### src/common/irq_seq_pkg.sv
// constants and types shared by the vectored interrupt sequencer
package irq_seq_pkg;
    localparam int          NSRC          = 4;        // request sources
    localparam int          IN_PAGE_W     = 7;        // in-page address width
    localparam int          PAGE_W_DEF    = 6;        // default page field width
    localparam int          DP_W_DEF      = 10;       // default data pointer width
    localparam int          ACC_W         = 4;        // accumulator width
    localparam int          ADDR_W        = 8;        // apb address width
    // source indices, also priority order (lowest index wins)
    localparam int          SRC_PIN       = 0;
    localparam int          SRC_T1        = 1;
    localparam int          SRC_T2        = 2;
    localparam int          SRC_T3        = 3;
    // apb register byte offsets
    localparam logic [7:0]  OFS_EN_A      = 8'h00;    // irq_enable_reg_a
    localparam logic [7:0]  OFS_EN_B      = 8'h04;    // irq_enable_reg_b
    localparam logic [7:0]  OFS_STATUS    = 8'h08;    // sticky events, write one to clear
    localparam logic [7:0]  OFS_MASK      = 8'h0C;    // event mask
    localparam logic [7:0]  OFS_STATE     = 8'h10;    // read-only core state
    localparam logic [7:0]  OFS_EDGE      = 8'h14;    // pin edge selection
    // enable register field positions
    localparam int          EN_A_PIN_BIT  = 0;        // pin_edge_irq_enable_bit
    localparam int          EN_A_T1_BIT   = 2;        // first_timer_irq_enable_bit
    localparam int          EN_A_T2_BIT   = 3;        // second_timer_irq_enable_bit
    localparam int          EN_B_T3_BIT   = 0;        // third_timer_irq_enable_bit
    localparam logic [3:0]  EN_RST        = 4'h0;     // enables reset value
    // status and mask layout
    localparam int          STAT_W        = 5;
    localparam int          STAT_TAKEN    = 4;        // bit 4: an interrupt was taken
    localparam logic [4:0]  STAT_RST      = 5'h00;
    // state register field positions
    localparam int          ST_GIE_BIT    = 0;
    localparam int          ST_EIP_BIT    = 1;
    localparam int          ST_CTX_BIT    = 2;
    // pin edge selection codes
    localparam logic [1:0]  EDGE_FALL     = 2'h0;
    localparam logic [1:0]  EDGE_RISE     = 2'h1;
    localparam logic [1:0]  EDGE_BOTH     = 2'h2;
    localparam logic [1:0]  EDGE_RST      = 2'h0;
    // vectors: page 1, in-page offsets per source
    localparam int          VEC_PAGE      = 1;
    localparam logic [6:0]  VEC_PIN       = 7'h00;
    localparam logic [6:0]  VEC_T1        = 7'h04;
    localparam logic [6:0]  VEC_T2        = 7'h06;
    localparam logic [6:0]  VEC_T3        = 7'h08;
    // program memory window held for vectors
    localparam logic [15:0] VEC_RANGE_LO  = 16'h0080;
    localparam logic [15:0] VEC_RANGE_HI  = 16'h00FF;
    // start latency in machine cycles
    localparam logic [1:0]  LAT_SHORT     = 2'h2;
    localparam logic [1:0]  LAT_LONG      = 2'h3;
    // sequencer states
    typedef enum logic {seq_idle, seq_wait} seq_state_t;
endpackage

### src/logic/vectored_irq_sequencer.sv
// vectored interrupt sequencer with program counter, context save and apb registers
`timescale 1ns/1ps
module vectored_irq_sequencer
    import irq_seq_pkg::*;
#(
    parameter int PAGE_W = irq_seq_pkg::PAGE_W_DEF,       // page part width
    parameter int DP_W   = irq_seq_pkg::DP_W_DEF          // data pointer width
) (
    input  wire logic                                 pclk,
    input  wire logic                                 presetn,
    input  wire logic                                 ce,
    input  wire logic                                 psel,
    input  wire logic                                 penable,
    input  wire logic                                 pwrite,
    input  wire logic [irq_seq_pkg::ADDR_W-1:0]       paddr,
    input  wire logic [31:0]                          pwdata,
    output logic      [31:0]                          prdata,
    output logic                                      pready,
    output logic                                      pslverr,
    output logic                                      irq,
    input  wire logic                                 pin_edge_in,
    input  wire logic [2:0]                           timer_underflow,
    input  wire logic                                 mc_tick,
    input  wire logic                                 instr_done,
    input  wire logic                                 instr_multi,
    input  wire logic [1:0]                           instr_words,
    input  wire logic                                 branch_load,
    input  wire logic [PAGE_W+irq_seq_pkg::IN_PAGE_W-1:0] branch_target,
    input  wire logic                                 irq_on_instr,
    input  wire logic                                 irq_off_instr,
    input  wire logic                                 irq_return_instr,
    input  wire logic [irq_seq_pkg::NSRC-1:0]         skip_test,
    output logic                                      skip_taken,
    input  wire logic [PAGE_W+irq_seq_pkg::IN_PAGE_W-1:0] return_stack_pop,
    output logic                                      stack_push,
    output logic      [PAGE_W+irq_seq_pkg::IN_PAGE_W-1:0] return_stack_entry,
    output logic      [PAGE_W-1:0]                    pc_page_part,
    output logic      [irq_seq_pkg::IN_PAGE_W-1:0]    pc_in_page_part,
    input  wire logic [DP_W-1:0]                      ctx_dp,
    input  wire logic                                 ctx_carry,
    input  wire logic                                 ctx_skip,
    input  wire logic [irq_seq_pkg::ACC_W-1:0]        ctx_acc_a,
    input  wire logic [irq_seq_pkg::ACC_W-1:0]        ctx_acc_b,
    output logic                                      restore_valid,
    output logic      [DP_W-1:0]                      restore_dp,
    output logic                                      restore_carry,
    output logic                                      restore_skip,
    output logic      [irq_seq_pkg::ACC_W-1:0]        restore_acc_a,
    output logic      [irq_seq_pkg::ACC_W-1:0]        restore_acc_b,
    output logic                                      irq_taken,
    output logic      [1:0]                           irq_source,
    output logic                                      global_irq_enable,
    output logic                                      pin_edge_request_flag,
    output logic                                      first_timer_request_flag,
    output logic                                      second_timer_request_flag,
    output logic                                      third_timer_request_flag
);
    import irq_seq_pkg::*;

    localparam int PC_W = PAGE_W + IN_PAGE_W;                 // full program counter width
    localparam int CTX_W = DP_W + 2 + 2 * ACC_W;              // saved context width

    // lowest set index wins; pin edge first
    function automatic logic [1:0] pick_src(input logic [NSRC-1:0] req);
        logic [1:0] idx;
        idx = 2'h0;
        for (int i = NSRC - 1; i >= 0; i--) begin
            if (req[i]) begin
                idx = 2'(i);
            end
        end
        return idx;
    endfunction

    // vector address of a source
    function automatic logic [PC_W-1:0] vec_of(input logic [1:0] src);
        logic [IN_PAGE_W-1:0] ofs;
        case (src)
            2'h0:    ofs = VEC_PIN;
            2'h1:    ofs = VEC_T1;
            2'h2:    ofs = VEC_T2;
            default: ofs = VEC_T3;
        endcase
        return {PAGE_W'(VEC_PAGE), ofs};
    endfunction

    // registered state
    logic [1:0]       pin_sync_r;          // two-stage pin synchroniser
    logic [1:0]       pin_sync_nxt;
    logic             pin_prev_r;          // previous synchronised level
    logic             pin_prev_nxt;
    logic [NSRC-1:0]  req_r;               // request flags
    logic [NSRC-1:0]  req_nxt;
    logic [3:0]       en_a_r;              // irq_enable_reg_a
    logic [3:0]       en_a_nxt;
    logic [3:0]       en_b_r;              // irq_enable_reg_b
    logic [3:0]       en_b_nxt;
    logic [1:0]       edge_r;              // pin edge selection
    logic [1:0]       edge_nxt;
    logic [STAT_W-1:0] stat_r;             // sticky event bits
    logic [STAT_W-1:0] stat_nxt;
    logic [STAT_W-1:0] mask_r;             // event mask
    logic [STAT_W-1:0] mask_nxt;
    logic             gie_r;               // global enable
    logic             gie_nxt;
    logic             eip_r;               // enable waiting for one instruction
    logic             eip_nxt;
    seq_state_t       st_r;                // start sequencer
    seq_state_t       st_nxt;
    logic [1:0]       lat_r;               // machine cycles left
    logic [1:0]       lat_nxt;
    logic [PC_W-1:0]  pc_r;                // program counter
    logic [PC_W-1:0]  pc_nxt;
    logic [CTX_W-1:0] ctx_r;               // irq_context_save
    logic [CTX_W-1:0] ctx_nxt;
    logic             ctxv_r;              // context holds a live frame
    logic             ctxv_nxt;
    logic [31:0]      rd_r;                // read data
    logic [31:0]      rd_nxt;
    logic             err_r;               // unmapped access answer
    logic             err_nxt;
    logic             push_r;
    logic             push_nxt;
    logic [PC_W-1:0]  push_data_r;
    logic [PC_W-1:0]  push_data_nxt;
    logic             rest_r;
    logic             rest_nxt;
    logic             take_r;
    logic             take_nxt;
    logic [1:0]       src_r;
    logic [1:0]       src_nxt;
    logic             skip_r;
    logic             skip_nxt;

    // combinational helpers
    logic [NSRC-1:0]  en_vec;              // per-source enable in source order
    logic [NSRC-1:0]  src_set;             // activation events this cycle
    logic [NSRC-1:0]  ready_req;           // flags allowed to interrupt
    logic             pin_edge;
    logic             setup;
    logic             wr_acc;
    logic             mapped;
    logic [1:0]       win;
    logic             take;
    logic [PC_W-1:0]  pc_adv;

    // next values of all state
    always_comb begin
        pin_sync_nxt  = {pin_sync_r[0], pin_edge_in};
        pin_prev_nxt  = pin_sync_r[1];
        req_nxt       = req_r;
        en_a_nxt      = en_a_r;
        en_b_nxt      = en_b_r;
        edge_nxt      = edge_r;
        stat_nxt      = stat_r;
        mask_nxt      = mask_r;
        gie_nxt       = gie_r;
        eip_nxt       = eip_r;
        st_nxt        = st_r;
        lat_nxt       = lat_r;
        pc_nxt        = pc_r;
        ctx_nxt       = ctx_r;
        ctxv_nxt      = ctxv_r;
        rd_nxt        = rd_r;
        err_nxt       = err_r;
        push_nxt      = 1'b0;
        push_data_nxt = push_data_r;
        rest_nxt      = 1'b0;
        take_nxt      = 1'b0;
        src_nxt       = src_r;
        skip_nxt      = 1'b0;
        take          = 1'b0;
        // enable bits gathered from both control registers
        // two enable registers
        en_vec = {en_b_r[EN_B_T3_BIT], en_a_r[EN_A_T2_BIT], en_a_r[EN_A_T1_BIT], en_a_r[EN_A_PIN_BIT]};
        // edge detect on the second synchroniser stage only
        case (edge_r)
            EDGE_FALL: pin_edge = pin_prev_r & ~pin_sync_r[1];
            EDGE_RISE: pin_edge = ~pin_prev_r & pin_sync_r[1];
            EDGE_BOTH: pin_edge = pin_prev_r ^ pin_sync_r[1];
            default:   pin_edge = 1'b0;
        endcase
        src_set = {timer_underflow, pin_edge};
        ready_req = req_r & en_vec & {NSRC{gie_r}};
        win = pick_src(ready_req);
        pc_adv = pc_r + PC_W'(instr_words);
        // start sequencer: latency counted in machine cycles
        case (st_r)
            seq_idle: begin
                if (|ready_req) begin
                    lat_nxt = instr_multi ? LAT_LONG : LAT_SHORT;
                    st_nxt  = seq_wait;
                end
            end
            seq_wait: begin
                if (!(|ready_req)) begin
                    // condition withdrawn before the start
                    st_nxt = seq_idle;
                end else if (mc_tick) begin
                    if (lat_r == 2'h1) begin
                        take   = 1'b1;
                        st_nxt = seq_idle;
                    end else begin
                        lat_nxt = lat_r - 2'h1;
                    end
                end
            end
            default: st_nxt = seq_idle;
        endcase
        if (instr_done) begin
            pc_nxt = branch_load ? branch_target : pc_adv;
        end
        if (irq_return_instr) begin
            pc_nxt   = return_stack_pop;
            rest_nxt = ctxv_r;
            ctxv_nxt = 1'b0;
        end
        if (take) begin
            push_nxt      = 1'b1;
            push_data_nxt = pc_nxt;
            pc_nxt        = vec_of(win);
            ctx_nxt       = {ctx_dp, ctx_carry, ctx_skip, ctx_acc_a, ctx_acc_b};
            ctxv_nxt      = 1'b1;
            take_nxt      = 1'b1;
            src_nxt       = win;
        end
        // global enable handling
        if (irq_on_instr) begin
            eip_nxt = 1'b1;
        end else if (eip_r && instr_done) begin
            gie_nxt = 1'b1;
            eip_nxt = 1'b0;
        end
        if (irq_off_instr) begin
            gie_nxt = 1'b0;
            eip_nxt = 1'b0;
        end
        if (take) begin
            gie_nxt = 1'b0;
        end
        // request flag clears
        for (int i = 0; i < NSRC; i++) begin
            if (skip_test[i] && !en_vec[i] && req_r[i]) begin
                req_nxt[i] = 1'b0;
                skip_nxt   = 1'b1;
            end
        end
        if (take) begin
            req_nxt[win] = 1'b0;
        end
        req_nxt = req_nxt | src_set;
        // apb decode
        setup  = psel && !penable;
        wr_acc = psel && penable && pwrite;
        case (paddr)
            OFS_EN_A, OFS_EN_B, OFS_STATUS, OFS_MASK, OFS_STATE, OFS_EDGE: mapped = 1'b1;
            default: mapped = 1'b0;
        endcase
        if (setup) begin
            // read data captured at setup, shown in the access phase
            err_nxt = !mapped;
            case (paddr)
                OFS_EN_A:   rd_nxt = {28'h0000000, en_a_r};
                OFS_EN_B:   rd_nxt = {28'h0000000, en_b_r};
                OFS_STATUS: rd_nxt = {27'h0000000, stat_r};
                OFS_MASK:   rd_nxt = {27'h0000000, mask_r};
                OFS_STATE:  rd_nxt = {29'h00000000, ctxv_r, eip_r, gie_r};
                OFS_EDGE:   rd_nxt = {30'h00000000, edge_r};
                default:    rd_nxt = 32'h00000000;
            endcase
        end
        // write-one-to-clear before new events so set wins
        if (wr_acc && paddr == OFS_STATUS) begin
            stat_nxt = stat_r & ~pwdata[STAT_W-1:0];
        end
        stat_nxt = stat_nxt | {take, src_set};
        if (wr_acc) begin
            case (paddr)
                OFS_EN_A: en_a_nxt = pwdata[3:0];
                OFS_EN_B: en_b_nxt = pwdata[3:0];
                OFS_MASK: mask_nxt = pwdata[STAT_W-1:0];
                OFS_EDGE: edge_nxt = pwdata[1:0];
                default:  ;
            endcase
        end
    end

    // registers, frozen while ce is low
    always_ff @(posedge pclk or negedge presetn) begin
        if (!presetn) begin
            pin_sync_r  <= 2'h0;
            pin_prev_r  <= 1'b0;
            req_r       <= 4'h0;
            en_a_r      <= EN_RST;
            en_b_r      <= EN_RST;
            edge_r      <= EDGE_RST;
            stat_r      <= STAT_RST;
            mask_r      <= STAT_RST;
            gie_r       <= 1'b0;
            eip_r       <= 1'b0;
            st_r        <= seq_idle;
            lat_r       <= 2'h0;
            pc_r        <= '0;
            ctx_r       <= '0;
            ctxv_r      <= 1'b0;
            rd_r        <= 32'h00000000;
            err_r       <= 1'b0;
            push_r      <= 1'b0;
            push_data_r <= '0;
            rest_r      <= 1'b0;
            take_r      <= 1'b0;
            src_r       <= 2'h0;
            skip_r      <= 1'b0;
        end else if (ce) begin
            pin_sync_r  <= pin_sync_nxt;
            pin_prev_r  <= pin_prev_nxt;
            req_r       <= req_nxt;
            en_a_r      <= en_a_nxt;
            en_b_r      <= en_b_nxt;
            edge_r      <= edge_nxt;
            stat_r      <= stat_nxt;
            mask_r      <= mask_nxt;
            gie_r       <= gie_nxt;
            eip_r       <= eip_nxt;
            st_r        <= st_nxt;
            lat_r       <= lat_nxt;
            pc_r        <= pc_nxt;
            ctx_r       <= ctx_nxt;
            ctxv_r      <= ctxv_nxt;
            rd_r        <= rd_nxt;
            err_r       <= err_nxt;
            push_r      <= push_nxt;
            push_data_r <= push_data_nxt;
            rest_r      <= rest_nxt;
            take_r      <= take_nxt;
            src_r       <= src_nxt;
            skip_r      <= skip_nxt;
        end
    end

    // output wiring
    assign prdata                    = rd_r;
    assign pready                    = 1'b1;
    assign pslverr                   = psel && penable && err_r;
    assign irq                       = |(stat_r & mask_r);
    assign skip_taken                = skip_r;
    assign stack_push                = push_r;
    assign return_stack_entry        = push_data_r;
    assign pc_page_part              = pc_r[PC_W-1:IN_PAGE_W];
    assign pc_in_page_part           = pc_r[IN_PAGE_W-1:0];
    assign restore_valid             = rest_r;
    assign restore_dp                = ctx_r[CTX_W-1:CTX_W-DP_W];
    assign restore_carry             = ctx_r[2*ACC_W+1];
    assign restore_skip              = ctx_r[2*ACC_W];
    assign restore_acc_a             = ctx_r[2*ACC_W-1:ACC_W];
    assign restore_acc_b             = ctx_r[ACC_W-1:0];
    assign irq_taken                 = take_r;
    assign irq_source                = src_r;
    assign global_irq_enable         = gie_r;
    assign pin_edge_request_flag     = req_r[SRC_PIN];
    assign first_timer_request_flag  = req_r[SRC_T1];
    assign second_timer_request_flag = req_r[SRC_T2];
    assign third_timer_request_flag  = req_r[SRC_T3];
endmodule

### config.mk
export PLATFORM = sky130hd
export DESIGN_NAME = vectored_irq_sequencer
export DESIGN_NICKNAME = d
export VERILOG_FILES = /design/src/common/irq_seq_pkg.sv /design/src/logic/vectored_irq_sequencer.sv
export SDC_FILE = /design/constraint.sdc
export NUM_CORES = 1
export LEC_CHECK = 0
export BUFFER_PORTS_ARGS = -buffer_cell sky130_fd_sc_hd__buf_2
export CORE_ASPECT_RATIO = 1.25
export CORE_MARGIN = 3
export CORE_UTILIZATION = 54
export CTS_BUF_LIST = sky130_fd_sc_hd__clkbuf_4
export CTS_CLUSTER_SIZE = 20
export DETAILED_ROUTE_END_ITERATION = 8
export PLACE_DENSITY_LB_ADDON = 0.12
export SYNTH_ARGS = -nofsm -noshare
export SYNTH_HDL_FRONTEND = slang
export SYNTH_SLANG_ARGS = --single-unit
### constraint.sdc
create_clock -name pclk -period 6.3 [get_ports pclk]
set_input_delay 0.315 -clock pclk [delete_from_list [all_inputs] [get_ports pclk]]
set_output_delay 0.315 -clock pclk [all_outputs]
set_load 0.01 [all_outputs]
# Word level (Yosys, flattened, before mapping)
# Cells that the tools add are included.
[totals] reg_bits=117 input_bits=109 output_inout_bits=92 elab_cells=146
[op_classes] add_sub_neg=2 order_cmp=2 eq_ne=15 n_mux=50 bitwise=15 n_reduce_logical=40
[ops] cell="2-to-1 mux 13 bit" count=4
[ops] cell="2-to-1 mux 1 bit" count=30
[ops] cell="one-hot mux 5 bit (6 select lines)" count=1
[ops] cell="== test 8 x 4 -> 1 bit (second input constant)" count=2
[ops] cell="== test 8 x 5 -> 1 bit (second input constant)" count=2
[ops] cell="2-to-1 mux 2 bit" count=8
[ops] cell="logical AND 1 bit" count=15
[ops] cell="AND reduction 3 bit" count=5
[ops] cell="adder 13 x 2 -> 13 bit" count=1
[ops] cell="AND 4 bit" count=3
[ops] cell="one-hot mux 4 bit (3 select lines)" count=1
[ops] cell="AND 5 bit" count=2
[ops] cell="== test 8 x 3 -> 1 bit (second input constant)" count=1
[ops] cell="logical NOT 8 bit" count=1
[ops] cell="AND reduction 2 bit" count=4
[ops] cell="== test 2 x 1 -> 1 bit (second input constant)" count=3
[ops] cell="logical NOT 1 bit" count=6
[ops] cell="inequality test 2 bit (second input constant)" count=3
[ops] cell="nonzero test 3 bit" count=2
[ops] cell="OR reduction 6 bit" count=1
[ops] cell="2-to-1 mux 5 bit" count=1
[ops] cell="NOT 5 bit" count=1
[ops] cell="bitwise OR 5 bit" count=1
[ops] cell="AND reduction 5 bit" count=1
[ops] cell="20 further kinds" count=25

# Longest topological paths before layout
# Gate-level depths: netlist of the first run.
[depth] word_depth=14 mapped_depth=9 ltp_nobuf=8

# Least setup slack after synthesis of the first run
# Ideal clock, no wire load.
[synth_timing] path_kind="register to register" start="register pc_r[0]" end="register push_data_r[12], in the netlist return_stack_entry[12]" setup_ns=0.138 arrival_ns=2.344 required_time_ns=6.162 slack_ns=3.817 path_stages_with_launch=9 path_buffers=0 period_less_slack_ns=2.483 path_cell_list="dfrtp_1 ha_1 inv_1 fa_1 nand4b_1 or4b_2 xnor2_1 o2111ai_1 a31oi_1"
[synth_between] elab_chain_len=4
[synth_rtl] item="start: declaration" line="vectored_irq_sequencer.sv:112" source="logic [PC_W-1:0] pc_r;"
[synth_rtl] item="start signal: assignment" line="vectored_irq_sequencer.sv:327" source="pc_r <= pc_nxt;"
[synth_rtl] item="adder 13 x 2 -> 13 bit" line="vectored_irq_sequencer.sv:186" source="pc_adv = pc_r + PC_W'(instr_words);"
[synth_rtl] item="2-to-1 mux 13 bit" line="vectored_irq_sequencer.sv:211" source="pc_nxt = branch_load ? branch_target : pc_adv;"
[synth_rtl] item="2-to-1 mux 13 bit" line="vectored_irq_sequencer.sv:210" source="if (instr_done) begin"
[synth_rtl] item="2-to-1 mux 13 bit" line="vectored_irq_sequencer.sv:213" source="if (irq_return_instr) begin"
[synth_rtl] item="end signal: assignment" line="vectored_irq_sequencer.sv:333" source="push_data_r <= push_data_nxt;"
[synth_rtl] item="end: declaration" line="vectored_irq_sequencer.sv:124" source="logic [PC_W-1:0] push_data_r;"
# Every way passes these cells.
# A chain may end at the register's enable or synchronous reset.

# Worst setup path in the final report of the first run
# Ends and elaborated chain as after synthesis.

==> results of run 1 <==
[what timing repair did]
| item | CTS | global route |
|---|---|---|
| hold buffers | 1 | 3 |
| endpoints found under the setup margin | 0 | 0 |
| endpoints found under the hold margin | 28 | 3 |
[worst max-delay path: cells and delay by family (launching register included)]
kind | cells | cell delay [ps]
compound gates | 2 | 280
xor+xnor | 1 | 160
fa+ha+maj | 2 | 630
buf+inv | 1 | 60
flops | 1 | 420
simple gates | 2 | 1010
[state kept, by name, indices dropped and copies added, names as in the netlist]
name                count
stat_r                  5
skip_taken              1
lat_r                   2
irq_source              2
global_irq_enable       1
ctxv_r                  1
edge_r                  2
pin_sync_r              2
irq_taken               1
err_r                   1
mask_r                  5
prdata                  5
pin_prev_r              1
return_stack_entry     13
restore_valid           1
req_r                   4
st_r                    1
en_b_r                  4
en_a_r                  4
ctx_r                  20
pc_r                   13
eip_r                   1
[synth_stat cells, drive strengths merged (4+ instances only)]
master	number
a211oi	5
a21oi	21
a22o	4
a22oi	6
a31oi	7
and3	5
buf	34
clkbuf	21
dfrtp	90
ha	5
inv	22
mux2	19
mux2i	11
nand2	124
nand2b	6
nand3	15
nor2	28
nor2b	5
nor3	5
o21ai	36
o22ai	5
o2bb2ai	5
[power by group through the flow]
stage               clock (W)  combinational (W)  sequential, W
floorplan                   0           0.000105       0.000637
global placement            0           0.000176       0.000639
detailed placement          0           0.000179       0.000639
CTS                  0.000340           0.000180       0.000628
global route         0.000365           0.000202       0.000633
finish               0.000334           0.000182       0.000629
[cells in the final DEF (no fill, tap or decap), drive strengths merged, types with 9 or more instances in the layout]
| master | Yosys | final |
|---|---|---|
| conb | 2 | 28 |
| dfrtp | 90 | 90 |
| o21ai | 36 | 36 |
| mux2 | 19 | 19 |
| nand3 | 15 | 15 |
| inv | 22 | 24 |
| clkbuf | 21 | 9 |
| nor2 | 28 | 28 |
| a21oi | 21 | 21 |
| nand2 | 124 | 124 |
| buf | 34 | 147 |
| mux2i | 11 | 11 |
[layer usage]
layer / vias up / wire [um] / track usage
met1: 2092 / 5110 / 0.308
met5: - / 0 / 0
li1: 2088 / - / -
met3: 20 / 864 / 0.0568
met2: 171 / 6660 / 0.439
met4: 0 / 292 / 0.0889
[through the flow]
stage | cell area, um2 | instances | hold slack (ps) | total power (W)
after CTS | 5660 | 790 | 6.82 | 0.00115
after global placement | 5500 | 773 | 258 | 0.000814
final | 5690 | 793 | 38.1 | 0.00114
after detailed placement | 5500 | 773 | 255 | 0.000818
after global routing | 5690 | 793 | 3.27 | 0.00120
after floorplan | 4930 | 561 | 19.4 | 0.000743
[how the worst max path moves through the flow]
stage	startpoint	end	slack [ps]	cells past startpoint
final	pc_r[0]$_DFFE_PN0P_	return_stack_entry[12]$_DFFE_PN0P_	3590	8
after CTS	pc_r[0]$_DFFE_PN0P_	return_stack_entry[12]$_DFFE_PN0P_	3590	8
after floorplan	pc_r[0]$_DFFE_PN0P_	return_stack_entry[12]$_DFFE_PN0P_	3820	8
after detailed placement	pc_r[0]$_DFFE_PN0P_	return_stack_entry[12]$_DFFE_PN0P_	3610	8
after global routing	pc_r[0]$_DFFE_PN0P_	return_stack_entry[12]$_DFFE_PN0P_	3380	8
after global placement	instr_words[0]	return_stack_entry[12]$_DFFE_PN0P_	3660	9
[kinds of logic (layout without fill, tap and decap cells)]
group / count (synthesis) / after routing / share of synthesized area
other cells: 2 / 28 / 0.00155
fa+ha+maj: 6 / 6 / 0.0171
compound gates: 117 / 117 / 0.159
simple gates: 211 / 211 / 0.196
flops: 90 / 90 / 0.466
buf+inv: 77 / 189 / 0.0841
xor+xnor: 1 / 1 / 0.00181
mux: 31 / 31 / 0.0748
[final cells by class]
cell class | instances | share of cell area
clock inverter | 7 | 0.0136
multi-input combinational | 394 | 0.400
sequential | 90 | 0.396
clock buffer | 9 | 0.0119
timing repair buffer | 151 | 0.138
tap | 120 | 0.0264
inverter | 22 | 0.0145
==> results.py, run 1 <==
metrics = {
    "sta": {
        "fin_crit_sh": 0.430,
        "fin_crit_ps": 2710,
        "fin_setup_tns_ps": 0,
        "slew_viol_final": 0,
        "slew_headroom": 0.172,
        "tightestPinTransition_ps": 1240,
        "final.setup_skew_ps": 18.1,
        "setup_viol": 0,
        "fmax_mhz": 369,
        "hold_viol": 0,
        "rsz0062_at_grt": "no",
        "setup_ws_ps": 3590,
    },
    "clocking": {
        "cts_sinks": 90,
        "cts_buffers": 9,
        "cts_tree": "built",
        "clockBufferDepth": 2,
        "cts_resized": 0,
        "clk_latency_ps": 450,
        "cts_setup_buffers": 0,
        "htreeDepth": 3,
        "clock-root-buffer": "clkbuf_4",
        "clkTransAtPathRegs_ps": 150,
    },
    "finish": {
        "drive_gt1_frac": 0.276,
        "fin_util": 0.654,
        "multiInputGateArea_mm2": 0.00227,
        "final-seq-area_mm2": 0.00225,
        "nets": 783,
        "nFillCells": 771,
        "area_growth_pct": 17.6,
        "antenna-diode-count": 0,
    },
    "floorplan": {
        "dieWidth_um": 90.6,
        "rows": 38,
        "initial_utilization": 0.556,
        "ios": 201,
        "die_h_um": 112,
        "dieArea_mm2": 0.0101,
        "core-area_mm2": 0.00870,
    },
    "power_and_ir_drop": {
        "seqPwrFrac": 0.549,
        "power.net_switching_w": 0.000349,
        "vdd_drop_max_mv": 0.146,
        "combPwrFrac": 0.159,
        "p_clk_frac": 0.292,
        "p_sw_frac": 0.305,
        "p_int_w": 0.000795,
        "leakage_nw": 3.01,
        "power_density_mw_per_mm2": 201,
    },
    "critical_path": {
        "start_kind": "flip-flop",
        "worstPathArrival_ps": 3010,
        "cpMaxStageDelayCell": "or4b_2",
        "path_cells": "ha_1 -> inv_1 -> fa_1 -> nand4b_1 -> or4b_2 -> xnor2_1 -> o2111ai_1 -> a31oi_1",
        "critPathMaxStageDelay_ps": 720,
        "r2r-start": "pc_r[0]$_DFFE_PN0P_",
        "cp_data_required_time_ps": 6600,
        "worstPathMaxFanout": 5,
        "worstRegToRegCells": 8,
        "cp-end-kind": "flip-flop",
        "r2r_slack_ps": 3590,
        "critical_path_class": "reg2reg",
        "rr_endpoint": "return_stack_entry[12]$_DFFE_PN0P_",
    },
    "synthesis": {
        "synth.avg_cell_area_um2": 9.04,
        "synth_edf_count": 0,
        "netlist_instances": 535,
        "synth_top_area_share": 0.466,
        "synth_top_cells_by_area": "dfrtp_1 47%, nand2_1 9.6%, buf_4 4.5%",
        "yosys_register_bits": 90,
        "synth_top_cell_by_area": "dfrtp_1",
        "yosys.cell_types.count": 60,
        "yosysSeqAreaShare": 0.466,
        "ys_warn_count": 0,
        "synth_ff_type": "dfrtp_1",
        "netlist_area_mm2": 0.00484,
        "synthArstFlopShare": 1.00,
    },
    "grt": {
        "grt_first_pass_wirelength_um": 20300,
        "grt_overflow": 0,
        "grt_max_degree": 63,
        "grtUsageTotal": 0.252,
        "first_global_vias": 4073,
        "antenna_found_initial": 0,
    },
    "worst_hold_path": {
        "hold_end": "ctx_r[9]$_DFFE_PN0P_",
        "hold_start": "ctx_carry",
        "holdCritPathClass": "in2reg",
        "whs_path_depth": 3,
    },
    "placement": {
        "io_buffers": 145,
        "gp_congestion": 0.936,
        "place_hpwl_um": 9580,
        "dp_slack_ps": 3610,
    },
    "drt": {
        "routed_wl_um": 12900,
        "viasPerCell": 5.51,
        "drtAntennaViolNets": 0,
        "drt-initial-drc-count": 246,
        "dr.pass1.iters": 4,
        "wire_per_inst_um": 16.3,
        "vias": 4371,
        "drc": 0,
    },
    "run": {
        "cap_violations": 0,
    },
    "outcome": {
        "outcome": "completed",
    },
}
Note: power is estimated with default switching activity, not from simulation.
==> run 2, diff against run 1 <==
--- a/config.mk
+++ b/config.mk
@@ -8,7 +8,7 @@
 export BUFFER_PORTS_ARGS = -buffer_cell sky130_fd_sc_hd__buf_2
 export CORE_ASPECT_RATIO = 1.25
 export CORE_MARGIN = 3
-export CORE_UTILIZATION = 54
+export CORE_UTILIZATION = 45
 export CTS_BUF_LIST = sky130_fd_sc_hd__clkbuf_4
 export CTS_CLUSTER_SIZE = 20
 export DETAILED_ROUTE_END_ITERATION = 8
==> constraint.sdc (replaced) <==
create_clock -name pclk -period 2.4 [get_ports pclk]
set_input_delay 0.12 -clock pclk [delete_from_list [all_inputs] [get_ports pclk]]
set_output_delay 0.12 -clock pclk [all_outputs]
set_load 0.01 [all_outputs]
==> run 2 against run 1 <==
  * Clock skew fell by 1.7 ps
  * Core utilization fell by 5.7 points
  * First-iteration DRC count fell by 7.7%
  * Highest routed layer unchanged
==> results.py, run 2 (synthesis gave the netlist of run 1 again) <==
metrics = {
    "outcome": {
        "outcome": "completed",
    },
    "power_and_ir_drop": {
        "power_density_mw_per_mm2": 506,
        "leakage_nw": 3.22,
        "vdd_drop_max_mv": 0.240,
    },
    "clocking": {
        "clock-root-buffer": "clkbuf_4",
        "cts_buffers": 9,
        "htreeDepth": 3,
        "clockBufferDepth": 2,
        "cts_tree": "built",
        "clkTransAtPathRegs_ps": 140,
        "clk_latency_ps": 450,
        "cts_sinks": 90,
    },
    "grt": {
        "grt.busiest_layer": "met2",
        "grt_util_met1": 0.271,
        "grt_max_degree": 69,
        "use_met2": 0.396,
        "use_met3": 0.0258,
        "antenna_found_initial": 1,
        "first_global_vias": 4410,
        "grtUsageTotal": 0.222,
        "grt_overflow": 0,
        "grt_first_pass_wirelength_um": 21400,
    },
    "sta": {
        "fmax_mhz": 428,
        "hold_viol": 0,
        "fin_crit_ps": 2330,
        "setup_viol": 0,
        "slew_viol_final": 0,
        "tightestPinTransition_ps": 619,
        "slew_headroom": 0.582,
        "rsz0062_at_grt": "no",
        "final.setup_skew_ps": 16.5,
        "setup_ws_ps": 65.4,
        "fin_setup_tns_ps": 0,
        "fin_crit_sh": 0.973,
    },
    "drt": {
        "drc": 0,
        "dr.pass1.iters": 4,
        "wire_per_inst_um": 16.0,
        "routed_wl_um": 13600,
        "viasPerCell": 5.35,
        "vias": 4529,
        "drtAntennaViolNets": 0,
        "drt-initial-drc-count": 227,
    },
    "worst_hold_path": {
        "hold_start": "ce",
        "holdCritPathClass": "in2reg",
    },
    "placement": {
        "place_hpwl_um": 9890,
        "dp_slack_ps": 88.6,
        "gp_congestion": 0.836,
        "io_buffers": 145,
    },
    "finish": {
        "multiInputGateArea_mm2": 0.00228,
        "largest_register_ffs": 20,
        "drive_gt1_frac": 0.280,
        "nFillCells": 920,
        "area_growth_pct": 27.1,
        "final_cell_mix": "144 x buf_2, 124 x nand2_1, 90 x dfrtp_1",
        "final_common_cell": "buf_2",
        "top_register": "ctx_r",
        "nets": 829,
        "final-seq-area_mm2": 0.00225,
    },
    "critical_path": {
        "worstPathArrival_ps": 2660,
        "start_kind": "flip-flop",
        "critical_path_class": "reg2reg",
        "cpLargestDelayFamily": "simple AND/OR/NAND/NOR gates",
        "cp_data_required_time_ps": 2730,
        "critPathMaxStageDelay_ps": 610,
        "crit_start": "pc_r[0]$_DFFE_PN0P_",
        "critPathBufInv": 1,
        "path_cells": "ha_2 -> inv_1 -> fa_2 -> nand4b_1 -> or4b_4 -> xnor2_1 -> o2111ai_1 -> a31oi_1",
        "r2r-start": "pc_r[0]$_DFFE_PN0P_",
        "cpMaxStageDelayCell": "or4b_4",
        "worstPathMaxFanout": 4,
        "cp-end-kind": "flip-flop",
    },
    "run": {
        "cap_violations": 0,
    },
    "floorplan": {
        "initial_utilization": 0.469,
        "dieArea_mm2": 0.0120,
        "dieWidth_um": 98.7,
        "ios": 201,
        "die_h_um": 122,
        "core-area_mm2": 0.0103,
        "rows": 41,
    },
}
run 2: metrics by stage:
stage / total power (W) / instances / instance area, um2 / util / hold slack (ps)
detailed placement: 0.00216 / 795 / 5630 / 0.546 / 43.7
floorplan: 0.00195 / 561 / 4940 / - / -176
global route: 0.00326 / 847 / 6150 / 0.596 / 35.4
global placement: 0.00214 / 795 / 5630 / 0.546 / 42.4
CTS: 0.00313 / 844 / 6130 / 0.594 / 16.2
finish: 0.00311 / 847 / 6150 / 0.596 / 29.8
run 2: path summary, 6_finish.rpt:
kind                                                 endpoint  slack (ps)  cells after the start
min in group asynchronous                 pc_r[5]$_DFFE_PN0P_         100                      2
setup / recovery           return_stack_entry[12]$_DFFE_PN0P_          70                      8
hold / removal                           pc_r[10]$_DFFE_PN0P_          30                      2
max in group asynchronous                ctx_r[0]$_DFFE_PN0P_        1640                      3
setup reg to reg           return_stack_entry[12]$_DFFE_PN0P_          70                      8
hold reg to reg                          ctx_r[2]$_DFFE_PN0P_         490                      2
run 2: routing by layer:
| layer | vias to the layer above | routed length [um] |
|---|---|---|
| met1 | 2172 | 5330 |
| li1 | 2176 | - |
| met5 | - | 0 |
| met4 | 0 | 360 |
| met3 | 26 | 681 |
| met2 | 155 | 7180 |
run 2: cell type report:
type | count | share of cell area
repair buffers | 197 | 0.198
clock inverters | 5 | 0.0130
flip-flops and latches | 90 | 0.366
diodes | 1 | 0.000407
multi-input cells | 394 | 0.371
clock buffers | 9 | 0.0110
well taps | 129 | 0.0263
inverters | 22 | 0.0134
run 2: worst reg2reg max path: cells and delay by family (launching register included):
family | cells | cell delay, ps
XOR/XNOR | 1 | 140
adder cells (fa/ha/maj) | 2 | 510
AO/OA/AOI/OAI | 2 | 270
AND/OR/NAND/NOR | 2 | 880
buffers and inverters | 1 | 50
flip-flops | 1 | 380
run 2: timing repair:
item,CTS,global route
setup endpoints to repair,0,1
hold endpoints to repair,140,0
hold buffers,35,0
setup buffers,0,2
gates resized for setup,0,2
run 2: power breakdown:
| part | switching [W] | leakage (nW) | internal [W] |
|---|---|---|---|
| Sequential | 0.0000757 | 1.18 | 0.00157 |
| Combinational | 0.000294 | 1.96 | 0.000242 |
| Clock | 0.000519 | 0.0759 | 0.000412 |
| Total | 0.000888 | 3.22 | 0.00222 |
